**src/design/pcu_map.svh**
```systemverilog
// Register offsets, field positions and reset values of the pin-change unit
`ifndef PCU_MAP_SVH
`define PCU_MAP_SVH

// ==========================================================================
// Data-space offsets, the I/O-to-data shift and the top I/O offset
`define PCU_OFS_FLAGS      8'h3B
`define PCU_OFS_MASK_LOW   8'h6B
`define PCU_OFS_MASK_MID   8'h6C
`define PCU_OFS_MASK_HIGH  8'h6D
`define PCU_OFS_GROUP_EN   8'h68
`define PCU_IO_SHIFT       8'h20
`define PCU_IO_TOP         8'h3F

// ==========================================================================
// Field positions and the mask of implemented middle-mask bits
`define PCU_GROUP0_BIT     0
`define PCU_GROUP1_BIT     1
`define PCU_GROUP2_BIT     2
`define PCU_MID_IMPL       8'h7F

// ==========================================================================
// Reset values
`define PCU_RST_REG        8'h00
`define PCU_RST_GROUP      3'h0

`endif

```
**src/design/pcu_pkg.sv**
```systemverilog
// Types shared by the pin-change unit
package pcu_pkg;

  // ========================================================================
  // Register bus request
  typedef struct packed {
    logic       wr;
    logic       rd;
    logic       io_space;
    logic [7:0] addr;
    logic [7:0] wdata;
  } pcu_bus_req_t;

  // ========================================================================
  // Register selected by a decode
  typedef enum logic [2:0] {
    PCU_SEL_NONE,
    PCU_SEL_FLAGS,
    PCU_SEL_MASK_LOW,
    PCU_SEL_MASK_MID,
    PCU_SEL_MASK_HIGH,
    PCU_SEL_GROUP_EN
  } pcu_sel_t;

endpackage : pcu_pkg

```
**src/design/pcu_change_det.sv**
```systemverilog
// Per-pin synchroniser and change detector
`timescale 1ns/100ps
`include "pcu_map.svh"

module pcu_change_det #(
  parameter int WIDTH = 8
) (
  input  wire logic             clock,
  input  wire logic             rst_n,
  input  wire logic [WIDTH-1:0] pin,
  output logic      [WIDTH-1:0] changed,
  output logic      [WIDTH-1:0] synced
);

  logic [WIDTH-1:0] meta_q;
  logic [WIDTH-1:0] meta_d;
  logic [WIDTH-1:0] sync_q;
  logic [WIDTH-1:0] sync_d;
  logic [WIDTH-1:0] prev_q;
  logic [WIDTH-1:0] prev_d;

  // ========================================================================
  // Two-stage synchroniser then previous sample
  always_comb begin
    meta_d = pin;
    sync_d = meta_q;
    prev_d = sync_q;
  end

  always_ff @(posedge clock or negedge rst_n) begin
    if (!rst_n) begin
      meta_q <= '0;
      sync_q <= '0;
      prev_q <= '0;
    end else begin
      meta_q <= meta_d;
      sync_q <= sync_d;
      prev_q <= prev_d;
    end
  end

  // ========================================================================
  // Any toggle, rising or falling, counts
  genvar g;
  generate
    for (g = 0; g < WIDTH; g++) begin : g_bit
      assign changed[g] = sync_q[g] ^ prev_q[g];
    end
  endgenerate

  // Settled pin view for the asynchronous wake compare
  assign synced = sync_q;

endmodule : pcu_change_det

```
**src/design/pcu_top.sv**
```systemverilog
// Pin-change interrupt unit: registers, group requests and flags
`timescale 1ns/100ps
`include "pcu_map.svh"

module pcu_top #(
  parameter int PINS = 24
) (
  input  wire logic                 clock,
  input  wire logic                 rst_n,
  input  wire logic [PINS-1:0]      change_source_pin,
  input  wire logic                 core_global_ie,
  input  wire pcu_pkg::pcu_bus_req_t bus_req,
  output logic      [7:0]           bus_rdata,
  output logic                      bus_hit,
  output logic                      group0_vector,
  output logic                      group1_vector,
  output logic                      group2_vector,
  input  wire logic [2:0]           vector_ack,
  output logic                      wake_request
);

  // ========================================================================
  // Registers
  logic [7:0] mask_low_q;
  logic [7:0] mask_low_d;
  logic [7:0] mask_mid_q;
  logic [7:0] mask_mid_d;
  logic [7:0] mask_high_q;
  logic [7:0] mask_high_d;
  logic [2:0] group_en_q;
  logic [2:0] group_en_d;
  logic [2:0] flags_q;
  logic [2:0] flags_d;
  logic [7:0] rdata_q;
  logic [7:0] rdata_d;
  logic       hit_q;
  logic       hit_d;

  logic [PINS-1:0] changed;
  logic [PINS-1:0] synced;
  logic [PINS-1:0] enabled_pins;
  logic [2:0]      group_hit;
  logic [2:0]      group_vec;
  logic [7:0]      data_addr;
  pcu_pkg::pcu_sel_t sel;

  // ========================================================================
  // Change detection; pins are sampled whatever their direction
  // The synchronised view also feeds the wake compare
  pcu_change_det #(
    .WIDTH (PINS)
  ) u_det (
    .clock   (clock),
    .rst_n   (rst_n),
    .pin     (change_source_pin),
    .changed (changed),
    .synced  (synced)
  );

  // ========================================================================
  // Mask and group enable combine per pin
  // Group 1 has seven pins, so pin 15 never contributes
  always_comb begin
    enabled_pins         = '0;
    enabled_pins[7:0]    = mask_low_q & {8{group_en_q[`PCU_GROUP0_BIT]}};
    enabled_pins[14:8]   = mask_mid_q[6:0] & {7{group_en_q[`PCU_GROUP1_BIT]}};
    enabled_pins[23:16]  = mask_high_q & {8{group_en_q[`PCU_GROUP2_BIT]}};
    group_hit[0] = |(changed[7:0] & enabled_pins[7:0]);
    group_hit[1] = |(changed[14:8] & enabled_pins[14:8]);
    group_hit[2] = |(changed[23:16] & enabled_pins[23:16]);
  end

  // Wake path bypasses the clock: raw pins against last synced view
  // It stands only while the synchroniser lags the pin
  assign wake_request = |(enabled_pins & (change_source_pin ^ synced));

  // ========================================================================
  // Address decode, I/O space sits 0x20 below data space
  // I/O offsets above the top of I/O space select nothing
  always_comb begin
    data_addr = bus_req.addr;
    if (bus_req.io_space) begin
      data_addr = (bus_req.addr <= `PCU_IO_TOP) ? 8'(bus_req.addr + `PCU_IO_SHIFT)
                                               : 8'h00;
    end
    unique case (data_addr)
      `PCU_OFS_FLAGS:     sel = pcu_pkg::PCU_SEL_FLAGS;
      `PCU_OFS_MASK_LOW:  sel = pcu_pkg::PCU_SEL_MASK_LOW;
      `PCU_OFS_MASK_MID:  sel = pcu_pkg::PCU_SEL_MASK_MID;
      `PCU_OFS_MASK_HIGH: sel = pcu_pkg::PCU_SEL_MASK_HIGH;
      `PCU_OFS_GROUP_EN:  sel = pcu_pkg::PCU_SEL_GROUP_EN;
      default:            sel = pcu_pkg::PCU_SEL_NONE;
    endcase
  end

  // ========================================================================
  // Configuration writes: masks and group enables
  always_comb begin
    logic wr;
    wr          = bus_req.wr;
    mask_low_d  = mask_low_q;
    mask_mid_d  = mask_mid_q;
    mask_high_d = mask_high_q;
    group_en_d  = group_en_q;
    if (wr && sel == pcu_pkg::PCU_SEL_MASK_LOW) begin
      mask_low_d = bus_req.wdata;
    end
    // Bit 7 of the middle mask has no pin and stays zero
    if (wr && sel == pcu_pkg::PCU_SEL_MASK_MID) begin
      mask_mid_d = bus_req.wdata & `PCU_MID_IMPL;
    end
    if (wr && sel == pcu_pkg::PCU_SEL_MASK_HIGH) begin
      mask_high_d = bus_req.wdata;
    end
    // Enable bits above group 2 are not implemented
    if (wr && sel == pcu_pkg::PCU_SEL_GROUP_EN) begin
      group_en_d = bus_req.wdata[2:0];
    end
  end

  // All state comes up zero, so no group can request after reset
  always_ff @(posedge clock or negedge rst_n) begin
    if (!rst_n) begin
      mask_low_q  <= `PCU_RST_REG;
      mask_mid_q  <= `PCU_RST_REG;
      mask_high_q <= `PCU_RST_REG;
      group_en_q  <= `PCU_RST_GROUP;
    end else begin
      mask_low_q  <= mask_low_d;
      mask_mid_q  <= mask_mid_d;
      mask_high_q <= mask_high_d;
      group_en_q  <= group_en_d;
    end
  end

  // ========================================================================
  // Group flags
  always_comb begin
    logic [2:0] clr;
    // Clears from the core and from software merge into one mask
    clr = vector_ack;
    if (bus_req.wr && sel == pcu_pkg::PCU_SEL_FLAGS) begin
      clr = clr | bus_req.wdata[2:0];
    end
    // A new change wins over any clear in the same cycle
    flags_d = (flags_q & ~clr) | group_hit;
  end

  always_ff @(posedge clock or negedge rst_n) begin
    if (!rst_n) begin
      flags_q <= `PCU_RST_GROUP;
    end else begin
      flags_q <= flags_d;
    end
  end

  // ========================================================================
  // Read data
  // Flags and enables read back zero above bit 2
  always_comb begin
    hit_d   = (bus_req.rd || bus_req.wr) && (sel != pcu_pkg::PCU_SEL_NONE);
    rdata_d = rdata_q;
    if (bus_req.rd) begin
      unique case (sel)
        pcu_pkg::PCU_SEL_FLAGS:     rdata_d = {5'h0, flags_q};
        pcu_pkg::PCU_SEL_MASK_LOW:  rdata_d = mask_low_q;
        pcu_pkg::PCU_SEL_MASK_MID:  rdata_d = mask_mid_q;
        pcu_pkg::PCU_SEL_MASK_HIGH: rdata_d = mask_high_q;
        pcu_pkg::PCU_SEL_GROUP_EN:  rdata_d = {5'h0, group_en_q};
        pcu_pkg::PCU_SEL_NONE:      rdata_d = 8'h00;
      endcase
    end
  end

  // ========================================================================
  // Bus response registers
  // bus_hit lasts one cycle; read data holds until the next read
  always_ff @(posedge clock or negedge rst_n) begin
    if (!rst_n) begin
      rdata_q <= `PCU_RST_REG;
      hit_q   <= 1'b0;
    end else begin
      rdata_q <= rdata_d;
      hit_q   <= hit_d;
    end
  end

  // Both bus outputs come straight from flip-flops
  assign bus_rdata = rdata_q;
  assign bus_hit   = hit_q;

  // ========================================================================
  // Vectored requests, one per group, standing while the flag, the group enable and core_global_ie are all set
  // The core acknowledges each group on its own vector
  genvar gi;
  generate
    for (gi = 0; gi < 3; gi++) begin : g_vec
      assign group_vec[gi] = flags_q[gi] & group_en_q[gi] & core_global_ie;
    end
  endgenerate

  assign group0_vector = group_vec[`PCU_GROUP0_BIT];
  assign group1_vector = group_vec[`PCU_GROUP1_BIT];
  assign group2_vector = group_vec[`PCU_GROUP2_BIT];

endmodule : pcu_top

```
**config.mk**
```make
export PLATFORM = sky130hd
export DESIGN_NAME = pcu_top
export DESIGN_NICKNAME = d
export VERILOG_FILES = /design/src/design/pcu_pkg.sv /design/src/design/pcu_change_det.sv /design/src/design/pcu_top.sv
export VERILOG_INCLUDE_DIRS = /design/src /design/src/design
export SDC_FILE = /design/constraint.sdc
export NUM_CORES = 1
export LEC_CHECK = 0
export ABC_CLOCK_PERIOD_IN_PS = 2100
export BUFFER_PORTS_ARGS = -buffer_cell sky130_fd_sc_hd__clkbuf_2
export CAP_MARGIN = 20
export CORE_MARGIN = 3
export CORE_UTILIZATION = 35
export DETAILED_ROUTE_END_ITERATION = 6
export SLEW_MARGIN = 20
export SYNTH_ARGS = -nofsm -noshare
export SYNTH_HDL_FRONTEND = slang
export SYNTH_SLANG_ARGS = --single-unit
```
**constraint.sdc**
```tcl
create_clock -name clock -period 2.1 [get_ports clock]
set_input_delay 0.42 -clock clock [delete_from_list [all_inputs] [get_ports clock]]
set_output_delay 0.42 -clock clock [all_outputs]
set_load 0.05 [all_outputs]
```
* Word-level counts from Yosys, hierarchy flattened *
Cells that the tools add are included.

storage, ports and cells
  register bits after elaboration = 110
  logic and storage cells = 81

cells by class
  $add $sub $neg = 1
  $lt $le $gt $ge = 1
  eq/ne operators = 10
  mux-type cells = 5
  bitwise logic cells = 41
  reductions and logical operators = 13

operators with widths
  kind                                                  count
  case mux 8 bit (6 select lines)                       1
  bitwise AND 8 bit                                     4
  == test 8 x 7 -> 1 bit (second input constant)        4
  bitwise AND 24 bit                                    1
  OR reduction 24 bit                                   1
  bitwise XOR 24 bit                                    1
  bitwise XOR 1 bit                                     23
  two-way mux 8 bit                                     2
  OR reduction 8 bit                                    2
  case mux 3 bit (5 select lines)                       1
  bitwise AND 7 bit                                     2
  adder 8 x 6 -> 8 bit (second input constant)          1
  == test 8 x 6 -> 1 bit (second input constant)        1
  <= comparator 8 x 6 -> 1 bit (second input constant)  1
  OR reduction 7 bit                                    1
  bitwise AND 1 bit                                     6
  == test 3 x 2 -> 1 bit (second input constant)        2
  == test 3 bit (second input constant)                 2
  logical AND 1 bit                                     6
  OR 3 bit                                              2
  bitwise AND 3 bit                                     1
  == test 3 x 1 -> 1 bit (second input constant)        1
  zero test 3 bit                                       1
  two-way mux 3 bit                                     1
  other kinds (3)                                       3

* Logic depth before layout (Yosys ltp) *
Gate-level depths: netlist (run 1).

  depth in word-level cells = 11
  depth in mapped cells = 6

* Modules after synthesis *
A second synthesis (run 1) with hierarchy kept.

second synthesis, totals
  cells, all modules = 323
  area total of the unflattened synthesis = 4413.0 sq um

modules (own cells, without submodules)
  module          times used  cells an instance  area each (sq um)  seq. area each (sq um)
  pcu_top         1           227                2401.1             950.9
  pcu_change_det  1           96                 2011.9             1801.7

* Least setup slack after synthesis (run 1) *
No wires, ideal clock.

  path kind = input to output
  start point = in change_source_pin[17]
  end point = out wake_request
  arrival time = 1.724 ns
  data required time = 1.680 ns
  setup slack = -0.044 ns
  stages on the path = 5
  path buffers = 0
  cells stage by stage = xor2_1 -> a222oi_1 -> nand3_1 -> a222oi_1 -> nand3_1

between the ends
  cells in the longest elaborated chain, start to end = 3

RTL lines
  element              line           RTL
  from (decl)          pcu_top.sv:10  input wire logic [PINS-1:0] change_source_pin,
  bitwise XOR 24 bit   pcu_top.sv:75  assign wake_request = |(enabled_pins & (change_source_pin ^ synced));
  bitwise AND 24 bit   pcu_top.sv:75
  OR reduction 24 bit  pcu_top.sv:75
  to (decl)            pcu_top.sv:19  output logic wake_request

No other way between the ends.

* Worst setup path in the final report (run 1) *
  start point = reg u_det.sync_q[18] (netlist: u_det.synced[18])
  end point = out wake_request

between the ends
  cells in the longest elaborated chain, start to end = 3

RTL lines
  element                 line                  RTL
  from (decl)             pcu_change_det.sv:17  logic [WIDTH-1:0] sync_q;
  from (signal assigned)  pcu_change_det.sv:37  sync_q <= sync_d;
  bitwise XOR 24 bit      pcu_top.sv:75
  bitwise AND 24 bit      pcu_top.sv:75
  OR reduction 24 bit     pcu_top.sv:75

No other way between the ends.

==> results.txt, run 1 <==
----------------------------------------------------
[Status]
  Run status ... complete, but fails checks
  Violations in the final reports ... setup timing

[Synth]
  Async S/R FF share, synth ... 1.00
  Leading register cell type out of synthesis ... sky130_fd_sc_hd__dfrtp_1
  Synthesized netlist cell count ... 299
  Number of synthesized flops with an enable pin ... 0
  Largest area contributor in the synthesized netlist ... sky130_fd_sc_hd__dfrtp_1
  Post-Syn Area per Cell ... 14.1 um^2
  Top post-synthesis cells by area ... sky130_fd_sc_hd__dfrtp_1, sky130_fd_sc_hd__xor2_1, sky130_fd_sc_hd__mux2_2, sky130_fd_sc_hd__a22oi_1, sky130_fd_sc_hd__a21oi_4
  Top-count cell post-synth ... sky130_fd_sc_hd__dfrtp_1
  Sequential element share of the synthesized area ... 0.637
  Most numerous cell types in the synthesized netlist ... sky130_fd_sc_hd__dfrtp_1, sky130_fd_sc_hd__xor2_1, sky130_fd_sc_hd__a22oi_1
  Post-synthesis register bit count ... 107
  Syn_nets ... 349
  Number of distinct library cells after synthesis ... 40
  Fraction of synthesized cell area taken by the top area cell type ... 0.637
  Post-synthesis instance area ... 0.00420 mm^2
  Yosys synthesis warning count ... 0

[STA]
  Time the worst path needs with I/O delays and setup ... 2500 ps
  Final setup violation count ... 1
  Worst clock skew ... 12.1 ps
  Fmax ... 400 MHz
  Worst-margin pin slew ... 470 ps
  Final Hold Vio Count ... 0
  Max-slew violation count ... 0
  Worst hold slack across all endpoints ... 13.7 ps
  Final TNS setup ... -399 ps
  Max-Slew Margin vs Limit ... 0.687
  Setup repair after global routing missed its margin ... true
  Tcrit/Tclk final ... 1.19
  Setup slack of the critical path after layout ... -399 ps

[Clock tree]
  Clock buffers created by TritonCTS ... 9
  Clock edge transition at the registers on the reported setup and hold paths ... 70 ps
  CTS root buf ... sky130_fd_sc_hd__clkbuf_16
  Post-CTS setup repair buffer count ... 0
  Cts-stage hold buffer count ... 0
  Clock tree from TritonCTS ... built
  # H-tree levels ... 3
  Clock latency reported for the late side of the worst-skew pair ... 340 ps
  TritonCTS sink count ... 107
  Worst-case clock buffer depth ... 2

[Min path]
  Worst hold-check path type ... input pin to async pin

[Layout]
  Layout cell share with drive strength beyond 1 ... 0.353
  Number of antenna repair diodes ... 0
  Final nets ... 450
  FILL cells ... 1037
  Area used by multi-input combinational logic ... 0.00149 mm^2
  Final Instance Area ... 0.00526 mm^2
  Area growth, synth to finish ... 25.1%
  Utilization after layout ... 0.455
  Count of placed standard cells in the final layout, fillers left out ... 548
  Register cell area after layout ... 0.00268 mm^2

[Critical path]
  Category of the most critical setup path ... flip-flop to output port
  CP Capture Type ... output port
  Arrival @ worst endpoint ... 2080 ps
  Reg2Reg Depth ... 4
  R2R Path Start ... u_det.synced[11]
  CP startpoint kind ... flip-flop
  Slowest cell delay on critical path ... 400 ps
  Data required time at the worst endpoint ... 1680 ps
  Worst reg2reg endpoint ... flags_q[1]
  R2R setup slack ... 650 ps
  Worst-path cell with the longest stage delay ... sky130_fd_sc_hd__dfrtp_1
  Highest fanout seen on the critical path ... 2
  Ordered list of cells on the worst path ... xor2_1 > a222oi_1 > nand3_1 > a222oi_1 > nand3_2 > buf_8
  Critical path's most frequent cell ... sky130_fd_sc_hd__a222oi_1

[Power]
  Net switching power figure ... 1.01 mW
  Gate power share ... 0.092
  Power density cells ... 809 mW/mm^2
  Clk network pwr share ... 0.384
  Internal power ... 3.25 mW
  LEAKAGE ... 2.51 nW
  Flop pwr share ... 0.524
  Maximum VDD drop ... 520 uV
  Proportion of total power due to net switching ... 0.236

[Placed design]
  Number of buffers inserted by port buffering ... 60
  Placed inst area ... 0.00496 mm^2
  Number of cells in the design after placement ... 532
  Post-DP HPWL ... 7.28 mm
  Final estimated routing congestion in global placement ... 0.848

[Routing]
  Routed wirelength normalized by instance count ... 17.6 um
  Residual antenna-violating net count after detailed routing ... 0
  Vias per cell ... 5.07
  Total number of vias ... 2781
  Drc violations ... 0
  Overall routed net length ... 9.66 mm
  Number of violations reported at the end of detailed-routing iteration 0 ... 133
  First-pass DRT Iterations ... 5

[Global routing]
  First-pass GRT wire length ... 15.1 mm
  Number of antenna violations at the first check in global routing ... 0
  Number of global-route vias before repair ... 2863
  Maximum number of pins on one net before global-route repair ... 44
  Overflow left after global routing ... 0
  Combined global-route utilization of all metal layers ... 0.151

[Run]
  Max cap viols ... 0

[Die]
  Die area ... 0.0134 mm^2
  Total number of placement rows ... 39
  Standard cell core area ... 0.0116 mm^2
  Starting density of the core ... 0.364
  Die width ... 116 um
  Vertical die dimension ... 116 um
  Top-level I/O count ... 62

----------------------------------------------------
-- final cells by class --
type | instances | area share
flip-flops and latches | 107 | 0.509
multi-input cells | 183 | 0.283
repair buffers | 94 | 0.115
clock buffers | 12 | 0.0450
well taps | 143 | 0.0340
clock inverters | 4 | 0.00976
inverters | 5 | 0.00357
-- per-layer routing --
metal / part of all wire / GRT usage
met5: 0 / 0
met1: 0.45 / 0.204
met2: 0.48 / 0.239
met3: 0.058 / 0.0319
met4: 0.0048 / 0.0595
-- metrics by stage --
stage | worst slack (ps) | total power [mW]
6_report | -399 | 4.26
5_1_grt | -622 | 4.43
4_1_cts | -438 | 4.31
3_5_place_dp | -274 | 2.66
3_3_place_gp | -275 | 2.65
2_1_floorplan | 44.6 | 2.44
-- critical path: cells and delay by family (launching register included) --
family | cells | cell delay, ps
buffers and inverters | 1 | 190
AOI/OAI and AO/OA | 2 | 680
xor gates and xnor gates | 1 | 150
DFF | 1 | 400
and+or+nand+nor | 2 | 310
-- logic make-up (layout without fill, tap and decap cells) --
logic type	after synthesis	in the layout	synth area share
xor+xnor	46	46	0.0958
flops	107	107	0.637
buf+inv	9	115	0.0101
simple gates	47	47	0.0628
compound gates	63	63	0.122
fa+ha+maj	1	1	0.00298
mux	26	26	0.0696
-- power by group through the flow --
stage               Clock [mW]  Combinational (mW)  Sequential (mW)
floorplan                    0               0.144             2.29
global placement             0               0.387             2.26
detailed placement           0               0.394             2.27
CTS                       1.68               0.398             2.23
global route              1.76               0.431             2.24
finish                    1.64               0.391             2.23
-- flip-flops by register name, indices dropped and copies added, names as in the netlist --
register / cells
u_det.meta_q: 23
u_det.prev_q: 23
u_det.synced: 23
bus_rdata: 8
mask_high_q: 8
mask_low_q: 8
mask_mid_q: 7
flags_q: 3
group_en_q: 3
bus_hit: 1
-- placed cells by master (no fill, tap or decap), types with 4 or more instances in the layout --
cell type,n
sky130_fd_sc_hd__a21oi_1,4
sky130_fd_sc_hd__a21oi_4,4
sky130_fd_sc_hd__a22oi_1,27
sky130_fd_sc_hd__a31oi_1,4
sky130_fd_sc_hd__buf_4,32
sky130_fd_sc_hd__clkbuf_16,9
sky130_fd_sc_hd__clkbuf_2,58
sky130_fd_sc_hd__dfrtp_1,107
sky130_fd_sc_hd__inv_1,5
sky130_fd_sc_hd__mux2_2,26
sky130_fd_sc_hd__nand2_1,10
sky130_fd_sc_hd__nand3_1,6
sky130_fd_sc_hd__nor2_1,10
sky130_fd_sc_hd__o21ai_0,4
sky130_fd_sc_hd__xor2_1,46
-- worst max path at each step --
stage	slack, ps	cells past startpoint	start	end
5_1_grt	-620	6	u_det.synced[17]	wake_request
3_5_place_dp	-270	7	change_source_pin[17]	wake_request
3_3_place_gp	-280	7	change_source_pin[17]	wake_request
4_1_cts	-440	6	u_det.synced[17]	wake_request
6_report	-400	6	u_det.synced[18]	wake_request
2_1_floorplan	40	5	change_source_pin[17]	wake_request
-- timing repair --
action | 4_1_cts | 5_1_grt
pin swaps | 6 | 0
endpoints found under the setup margin | 1 | 1
gates resized for setup | 2 | 1
(Power assumes the default switching activity.)
==> run 2: changes to the inputs <==
--- a/config.mk
+++ b/config.mk
@@ -6,7 +6,7 @@
 export SDC_FILE = /design/constraint.sdc
 export NUM_CORES = 1
 export LEC_CHECK = 0
-export ABC_CLOCK_PERIOD_IN_PS = 2100
+export ABC_CLOCK_PERIOD_IN_PS = 3200
 export BUFFER_PORTS_ARGS = -buffer_cell sky130_fd_sc_hd__clkbuf_2
 export CAP_MARGIN = 20
 export CORE_MARGIN = 3
@@ -16,3 +16,4 @@
 export SYNTH_ARGS = -nofsm -noshare
 export SYNTH_HDL_FRONTEND = slang
 export SYNTH_SLANG_ARGS = --single-unit
+export TNS_END_PERCENT = 20
==> constraint.sdc (replaced) <==
create_clock -name clock -period 3.2 [get_ports clock]
set_input_delay 0.64 -clock clock [delete_from_list [all_inputs] [get_ports clock]]
set_output_delay 0.64 -clock clock [all_outputs]
set_load 0.05 [all_outputs]
==> run 2 against run 1 <==
  * First-iteration DRC count increased by 28%
  * Core utilization decreased by 2.5 points
  * Critical path depth unchanged
  * Hold slack improved by 270 ps
  * Highest routed layer unchanged
  * Via count decreased by 5.8%
  * Global-route usage decreased by 0.83 points
  * The flow now finishes without violations
==> results.txt, run 2 (same netlist as run 1, synthesis figures left out) <==
----------------------------------------------------
[Routing]
  Vias per cell ... 5.11 (+0.64%)
  Overall routed net length ... 8.89 mm (-7.9%)
  Total number of vias ... 2620 (-5.8%)
  Routed wirelength normalized by instance count ... 17.3 um (-1.7%)
  First-pass DRT Iterations ... 4 (-1)
  Number of violations reported at the end of detailed-routing iteration 0 ... 170 (+28%)
  Residual antenna-violating net count after detailed routing ... 0 (unchanged)
  Drc violations ... 0 (unchanged)

[Clock tree]
  Cts-stage hold buffer count ... 0 (unchanged)
  Clock latency reported for the late side of the worst-skew pair ... 350 ps (about the same)
  TritonCTS sink count ... 107 (unchanged)
  # H-tree levels ... 3 (unchanged)
  Clock buffers created by TritonCTS ... 9 (unchanged)
  CTS root buf ... sky130_fd_sc_hd__clkbuf_16
  Post-CTS setup repair buffer count ... 0 (unchanged)
  Worst-case clock buffer depth ... 2 (unchanged)
  Resized cells post-CTS ... 0 (-2)
  Clock tree from TritonCTS ... built
  Clock edge transition at the registers on the reported setup and hold paths ... 70 ps (about the same)

[Critical path]
  Ordered list of cells on the worst path ... xor2_1 > a222oi_1 > nand3_1 > a222oi_1 > nand3_1 > clkbuf_2
  Data required time at the worst endpoint ... 2560 ps (+880 ps)
  Bufs and invs on worst path ... 1 (unchanged)
  Arrival @ worst endpoint ... 2150 ps (+70 ps)
  Highest fanout seen on the critical path ... 3 (+1)
  Dominant delay contributor by cell family on the critical path ... compound AO/OA/AOI/OAI gates
  Slowest cell delay on critical path ... 410 ps (about the same)
  R2R setup slack ... 1850 ps (+1200 ps)
  Category of the most critical setup path ... flip-flop to output port
  CP Capture Type ... output port
  CP startpoint kind ... flip-flop
  Worst-path cell with the longest stage delay ... sky130_fd_sc_hd__dfrtp_1

[STA]
  Final Hold Vio Count ... 0 (unchanged)
  Final TNS setup ... 0 ps (+399 ps)
  Worst-margin pin slew ... 541 ps (+71.7 ps)
  Worst clock skew ... 11.3 ps (-0.853 ps)
  Final setup violation count ... 0 (-1)
  Fmax ... 358 MHz
  Setup repair after global routing missed its margin ... false
  Max-slew violation count ... 0 (unchanged)
  Time the worst path needs with I/O delays and setup ... 2790 ps
  Tcrit/Tclk final ... 0.873
  Max-Slew Margin vs Limit ... 0.639 (-0.0475)

[Power]
  LEAKAGE ... 2.33 nW (-7.2%)
  Maximum VDD drop ... 262 uV (-50%)
  Total Power Consumption ... 2.77 mW (-35%)
  Power density cells ... 558 mW/mm^2 (-31%)

[Layout]
  Count of placed standard cells in the final layout, fillers left out ... 513 (-6.4%)
  Commonest cells after routing, fill and taps aside ... sky130_fd_sc_hd__dfrtp_1, sky130_fd_sc_hd__clkbuf_2, sky130_fd_sc_hd__xor2_1, sky130_fd_sc_hd__a22oi_1, sky130_fd_sc_hd__mux2_2
  Most common cell after layout, fill and taps aside ... sky130_fd_sc_hd__dfrtp_1
  Area growth, synth to finish ... 18.3%
  FILL cells ... 1063 (+2.5%)
  Final nets ... 417 (-7.3%)
  Layout cell share with drive strength beyond 1 ... 0.297 (-0.0558)
  Number of antenna repair diodes ... 0 (unchanged)
  Final Instance Area ... 0.00497 mm^2 (-5.4%)
  Utilization after layout ... 0.430 (-0.0247)

[Run]
  Max cap viols ... 0 (unchanged)

[Placed design]
  Placed inst area ... 0.00468 mm^2 (-5.6%)
  Final estimated routing congestion in global placement ... 0.794 (-6.4%)
  Post-DP HPWL ... 6.66 mm (-8.5%)
  Number of buffers inserted by port buffering ... 60 (unchanged)
  Number of cells in the design after placement ... 499 (-6.2%)

[Die]
  Total number of placement rows ... 39 (unchanged)
  Top-level I/O count ... 62 (unchanged)
  Die area ... 0.0134 mm^2 (unchanged)
  Standard cell core area ... 0.0116 mm^2 (unchanged)
  Vertical die dimension ... 116 um (unchanged)
  Die width ... 116 um (unchanged)
  Starting density of the core ... 0.364 (unchanged)

[Global routing]
  Number of antenna violations at the first check in global routing ... 0 (unchanged)
  Overflow left after global routing ... 0 (unchanged)
  Maximum number of pins on one net before global-route repair ... 66 (+50%)
  First-pass GRT wire length ... 14.3 mm (-5.2%)
  Number of global-route vias before repair ... 2674 (-6.6%)
  Combined global-route utilization of all metal layers ... 0.143 (-0.00830)

[Status]
  Run status ... finished clean

[Min path]
  Worst hold-check path type ... input pin to async pin

----------------------------------------------------
run 2: cell types whose count changed in the layout (fill, tap and decap cells not counted), sizes merged:
cell	previous run	this run
clkbuf	70	69
inv	5	6
clkinv	2	1
buf	36	2
run 2: path summary, 6_finish.rpt:
kind / cells past startpoint / startpoint / endpoint
setup / recovery: 6 / u_det.synced[17] / wake_request
hold / removal: 1 / rst_n / u_det.synced[7]
setup reg to reg: 4 / u_det.synced[11] / flags_q[1]
hold reg to reg: 0 / u_det.meta_q[17] / u_det.synced[17]
max in group asynchronous: 2 / rst_n / u_det.meta_q[17]
min in group clock: 0 / u_det.meta_q[17] / u_det.synced[17]
run 2: where the power goes:
group	switching [mW]	internal, mW	total [mW]
Sequential	0.0505	1.42	1.47
Clock	0.464	0.620	1.08
Combinational	0.133	0.0855	0.219
Total	0.648	2.12	2.77
run 2: layout make-up:
type                    instances  area (um^2)  share of cell area
repair buffers                 61          323              0.0649
multi-input cells             183         1480               0.298
flip-flops and latches        107         2680               0.539
inverters                       5         18.8             0.00377
clock inverters                 4         51.3              0.0103
well taps                     143          179              0.0360
clock buffers                  10          239              0.0481
run 2: metal layers:
layer  vias to the layer above  routed length (um)  global-route usage
met5                         -                   0                   0
met4                         0                 200              0.0689
met3                        12                 482              0.0334
met2                        69                4020               0.208
met1                      1303                4190               0.202
li1                       1236                   -                   -
run 2: through the flow:
step                setup WS [ps]  hold slack [ps]
detailed placement            432              336
finish                        406              286
global placement              401              332
global route                  279              317
floorplan                     616              331
CTS                           359              289
==> run 3: changes to the inputs <==
--- a/config.mk
+++ b/config.mk
@@ -12,6 +12,7 @@
 export CORE_MARGIN = 3
 export CORE_UTILIZATION = 35
 export DETAILED_ROUTE_END_ITERATION = 6
+export MAX_ROUTING_LAYER = met4
 export SLEW_MARGIN = 20
 export SYNTH_ARGS = -nofsm -noshare
 export SYNTH_HDL_FRONTEND = slang
==> run 3 against run 2 <==
  * Count of clock-buffer cells in the layout did not move
  * Core utilization did not move
  * First-iteration DRC count up 1.2%
  * Setup slack gained 14 ps
  * Largest power group unchanged
  * Highest routed layer unchanged
==> results.txt, run 3 (same netlist as run 1, synthesis figures left out) <==
----------------------------------------------------
[Min path]
  Worst hold-check path type ... input pin to async pin

[Clock tree]
  Clock latency reported for the late side of the worst-skew pair ... 340 ps (about the same)
  Post-CTS setup repair buffer count ... 0 (unchanged)
  CTS root buf ... sky130_fd_sc_hd__clkbuf_16
  Cts-stage hold buffer count ... 0 (unchanged)
  # H-tree levels ... 3 (unchanged)
  Clock tree from TritonCTS ... built
  TritonCTS sink count ... 107 (unchanged)
  Clock edge transition at the registers on the reported setup and hold paths ... 70 ps (about the same)
  Resized cells post-CTS ... 0 (unchanged)
  Clock buffers created by TritonCTS ... 9 (unchanged)
  Worst-case clock buffer depth ... 2 (unchanged)

[STA]
  Tcrit/Tclk final ... 0.869 (-0.00423)
  Worst hold slack across all endpoints ... 285 ps (-1.60 ps)
  Setup repair after global routing missed its margin ... false
  Max-Slew Margin vs Limit ... 0.639 (about the same)
  Final Hold Vio Count ... 0 (unchanged)
  Final setup violation count ... 0 (unchanged)
  Time the worst path needs with I/O delays and setup ... 2780 ps (-13.5 ps)
  Setup slack of the critical path after layout ... 420 ps (+13.5 ps)
  Worst-margin pin slew ... 541 ps (-0.625 ps)
  Final TNS setup ... 0 ps (unchanged)
  Max-slew violation count ... 0 (unchanged)
  Fmax ... 360 MHz (+0.49%)
  Worst clock skew ... 9.71 ps (-1.54 ps)

[Critical path]
  Slowest cell delay on critical path ... 410 ps (about the same)
  R2R Path Start ... u_det.synced[11]
  Arrival @ worst endpoint ... 2140 ps (about the same)
  Worst-path cell with the longest stage delay ... sky130_fd_sc_hd__dfrtp_1
  Category of the most critical setup path ... flip-flop to output port
  Ordered list of cells on the worst path ... xor2_1 > a222oi_1 > nand3_1 > a222oi_1 > nand3_1 > clkbuf_2
  Highest fanout seen on the critical path ... 3 (unchanged)
  Critical path origin ... u_det.synced[17]
  Data required time at the worst endpoint ... 2560 ps (about the same)
  CP startpoint kind ... flip-flop
  Bufs and invs on worst path ... 1 (unchanged)
  Dominant delay contributor by cell family on the critical path ... compound AO/OA/AOI/OAI gates
  CP Capture Type ... output port

[Routing]
  Routed wirelength normalized by instance count ... 17.4 um (+0.21%)
  First-pass DRT Iterations ... 4 (unchanged)
  Residual antenna-violating net count after detailed routing ... 0 (unchanged)
  Drc violations ... 0 (unchanged)
  Total number of vias ... 2629 (+0.34%)
  Overall routed net length ... 8.91 mm (+0.21%)
  Number of violations reported at the end of detailed-routing iteration 0 ... 172 (+1.2%)
  Vias per cell ... 5.12 (+0.34%)

[Power]
  Maximum VDD drop ... 262 uV (about the same)
  LEAKAGE ... 2.33 nW (unchanged)
  Total Power Consumption ... 2.77 mW (about the same)
  Power density cells ... 558 mW/mm^2 (about the same)

[Die]
  Starting density of the core ... 0.364 (unchanged)
  Vertical die dimension ... 116 um (unchanged)
  Top-level I/O count ... 62 (unchanged)
  Standard cell core area ... 0.0116 mm^2 (unchanged)
  Die width ... 116 um (unchanged)
  Total number of placement rows ... 39 (unchanged)
  Die area ... 0.0134 mm^2 (unchanged)

[Placed design]
  Post-DP HPWL ... 6.66 mm (unchanged)
  Pre-CTS setup slack ... 432 ps (unchanged)
  Final estimated routing congestion in global placement ... 0.805 (+1.4%)
  Number of buffers inserted by port buffering ... 60 (unchanged)

[Global routing]
  Number of global-route vias before repair ... 2674 (unchanged)
  Maximum number of pins on one net before global-route repair ... 66 (unchanged)
  First-pass GRT wire length ... 14.3 mm (unchanged)
  Overflow left after global routing ... 0 (unchanged)
  Combined global-route utilization of all metal layers ... 0.147 (+0.00441)
  Number of antenna violations at the first check in global routing ... 0 (unchanged)

[Layout]
  Area growth, synth to finish ... 18.3% (unchanged)
  Final nets ... 417 (unchanged)
  Area used by multi-input combinational logic ... 0.00148 mm^2 (unchanged)
  Register cell area after layout ... 0.00268 mm^2 (unchanged)
  FILL cells ... 1063 (unchanged)
  Commonest cells after routing, fill and taps aside ... sky130_fd_sc_hd__dfrtp_1, sky130_fd_sc_hd__clkbuf_2, sky130_fd_sc_hd__xor2_1, sky130_fd_sc_hd__a22oi_1, sky130_fd_sc_hd__mux2_2
  Utilization after layout ... 0.430 (unchanged)
  Layout cell share with drive strength beyond 1 ... 0.297 (unchanged)
  Number of antenna repair diodes ... 0 (unchanged)
  Most common cell after layout, fill and taps aside ... sky130_fd_sc_hd__dfrtp_1

[Status]
  Run status ... finished clean

[Run]
  Max cap viols ... 0 (unchanged)

----------------------------------------------------
-- run 3: worst paths after layout --
path,cells after the start,end,slack (ps)
max,6,wake_request,420
min,1,u_det.synced[7],280
max reg2reg,4,flags_q[1],1840
min reg2reg,0,u_det.synced[17],350
max in group asynchronous,2,u_det.synced[14],2190
min in group clock,0,u_det.synced[17],350
-- run 3: final cells by class --
type                       count  area share
clock buffer                  10      0.0481
multi-input combinational    183       0.298
tap                          143      0.0360
inverter                       5     0.00377
timing repair buffer          61      0.0649
clock inverter                 4      0.0103
sequential                   107       0.539
-- run 3: worst register-to-register path, cell delays in order (launching register included) --
cell,delay (ps)
sky130_fd_sc_hd__dfrtp_1,420
sky130_fd_sc_hd__xor2_1,150
sky130_fd_sc_hd__a222oi_1,330
sky130_fd_sc_hd__nand3_1,140
sky130_fd_sc_hd__a32o_1,210
-- run 3: per-stage QoR --
step | instances | area, um^2
2_1_floorplan | 299 | 4200
3_3_place_gp | 499 | 4680
3_5_place_dp | 499 | 4680
4_1_cts | 513 | 4970
5_1_grt | 513 | 4970
6_report | 513 | 4970
-- run 3: power by group --
group	total, mW	internal [mW]	switching (mW)
combinational	0.219	0.0855	0.134
clock	1.09	0.620	0.465
sequential	1.47	1.42	0.0505
-- run 3: metal layers --
metal | part of all wire | global-route usage
met3 | 0.054 | 0.0334
met4 | 0.024 | 0.0689
met5 | 0 | -
met2 | 0.45 | 0.207
met1 | 0.47 | 0.203
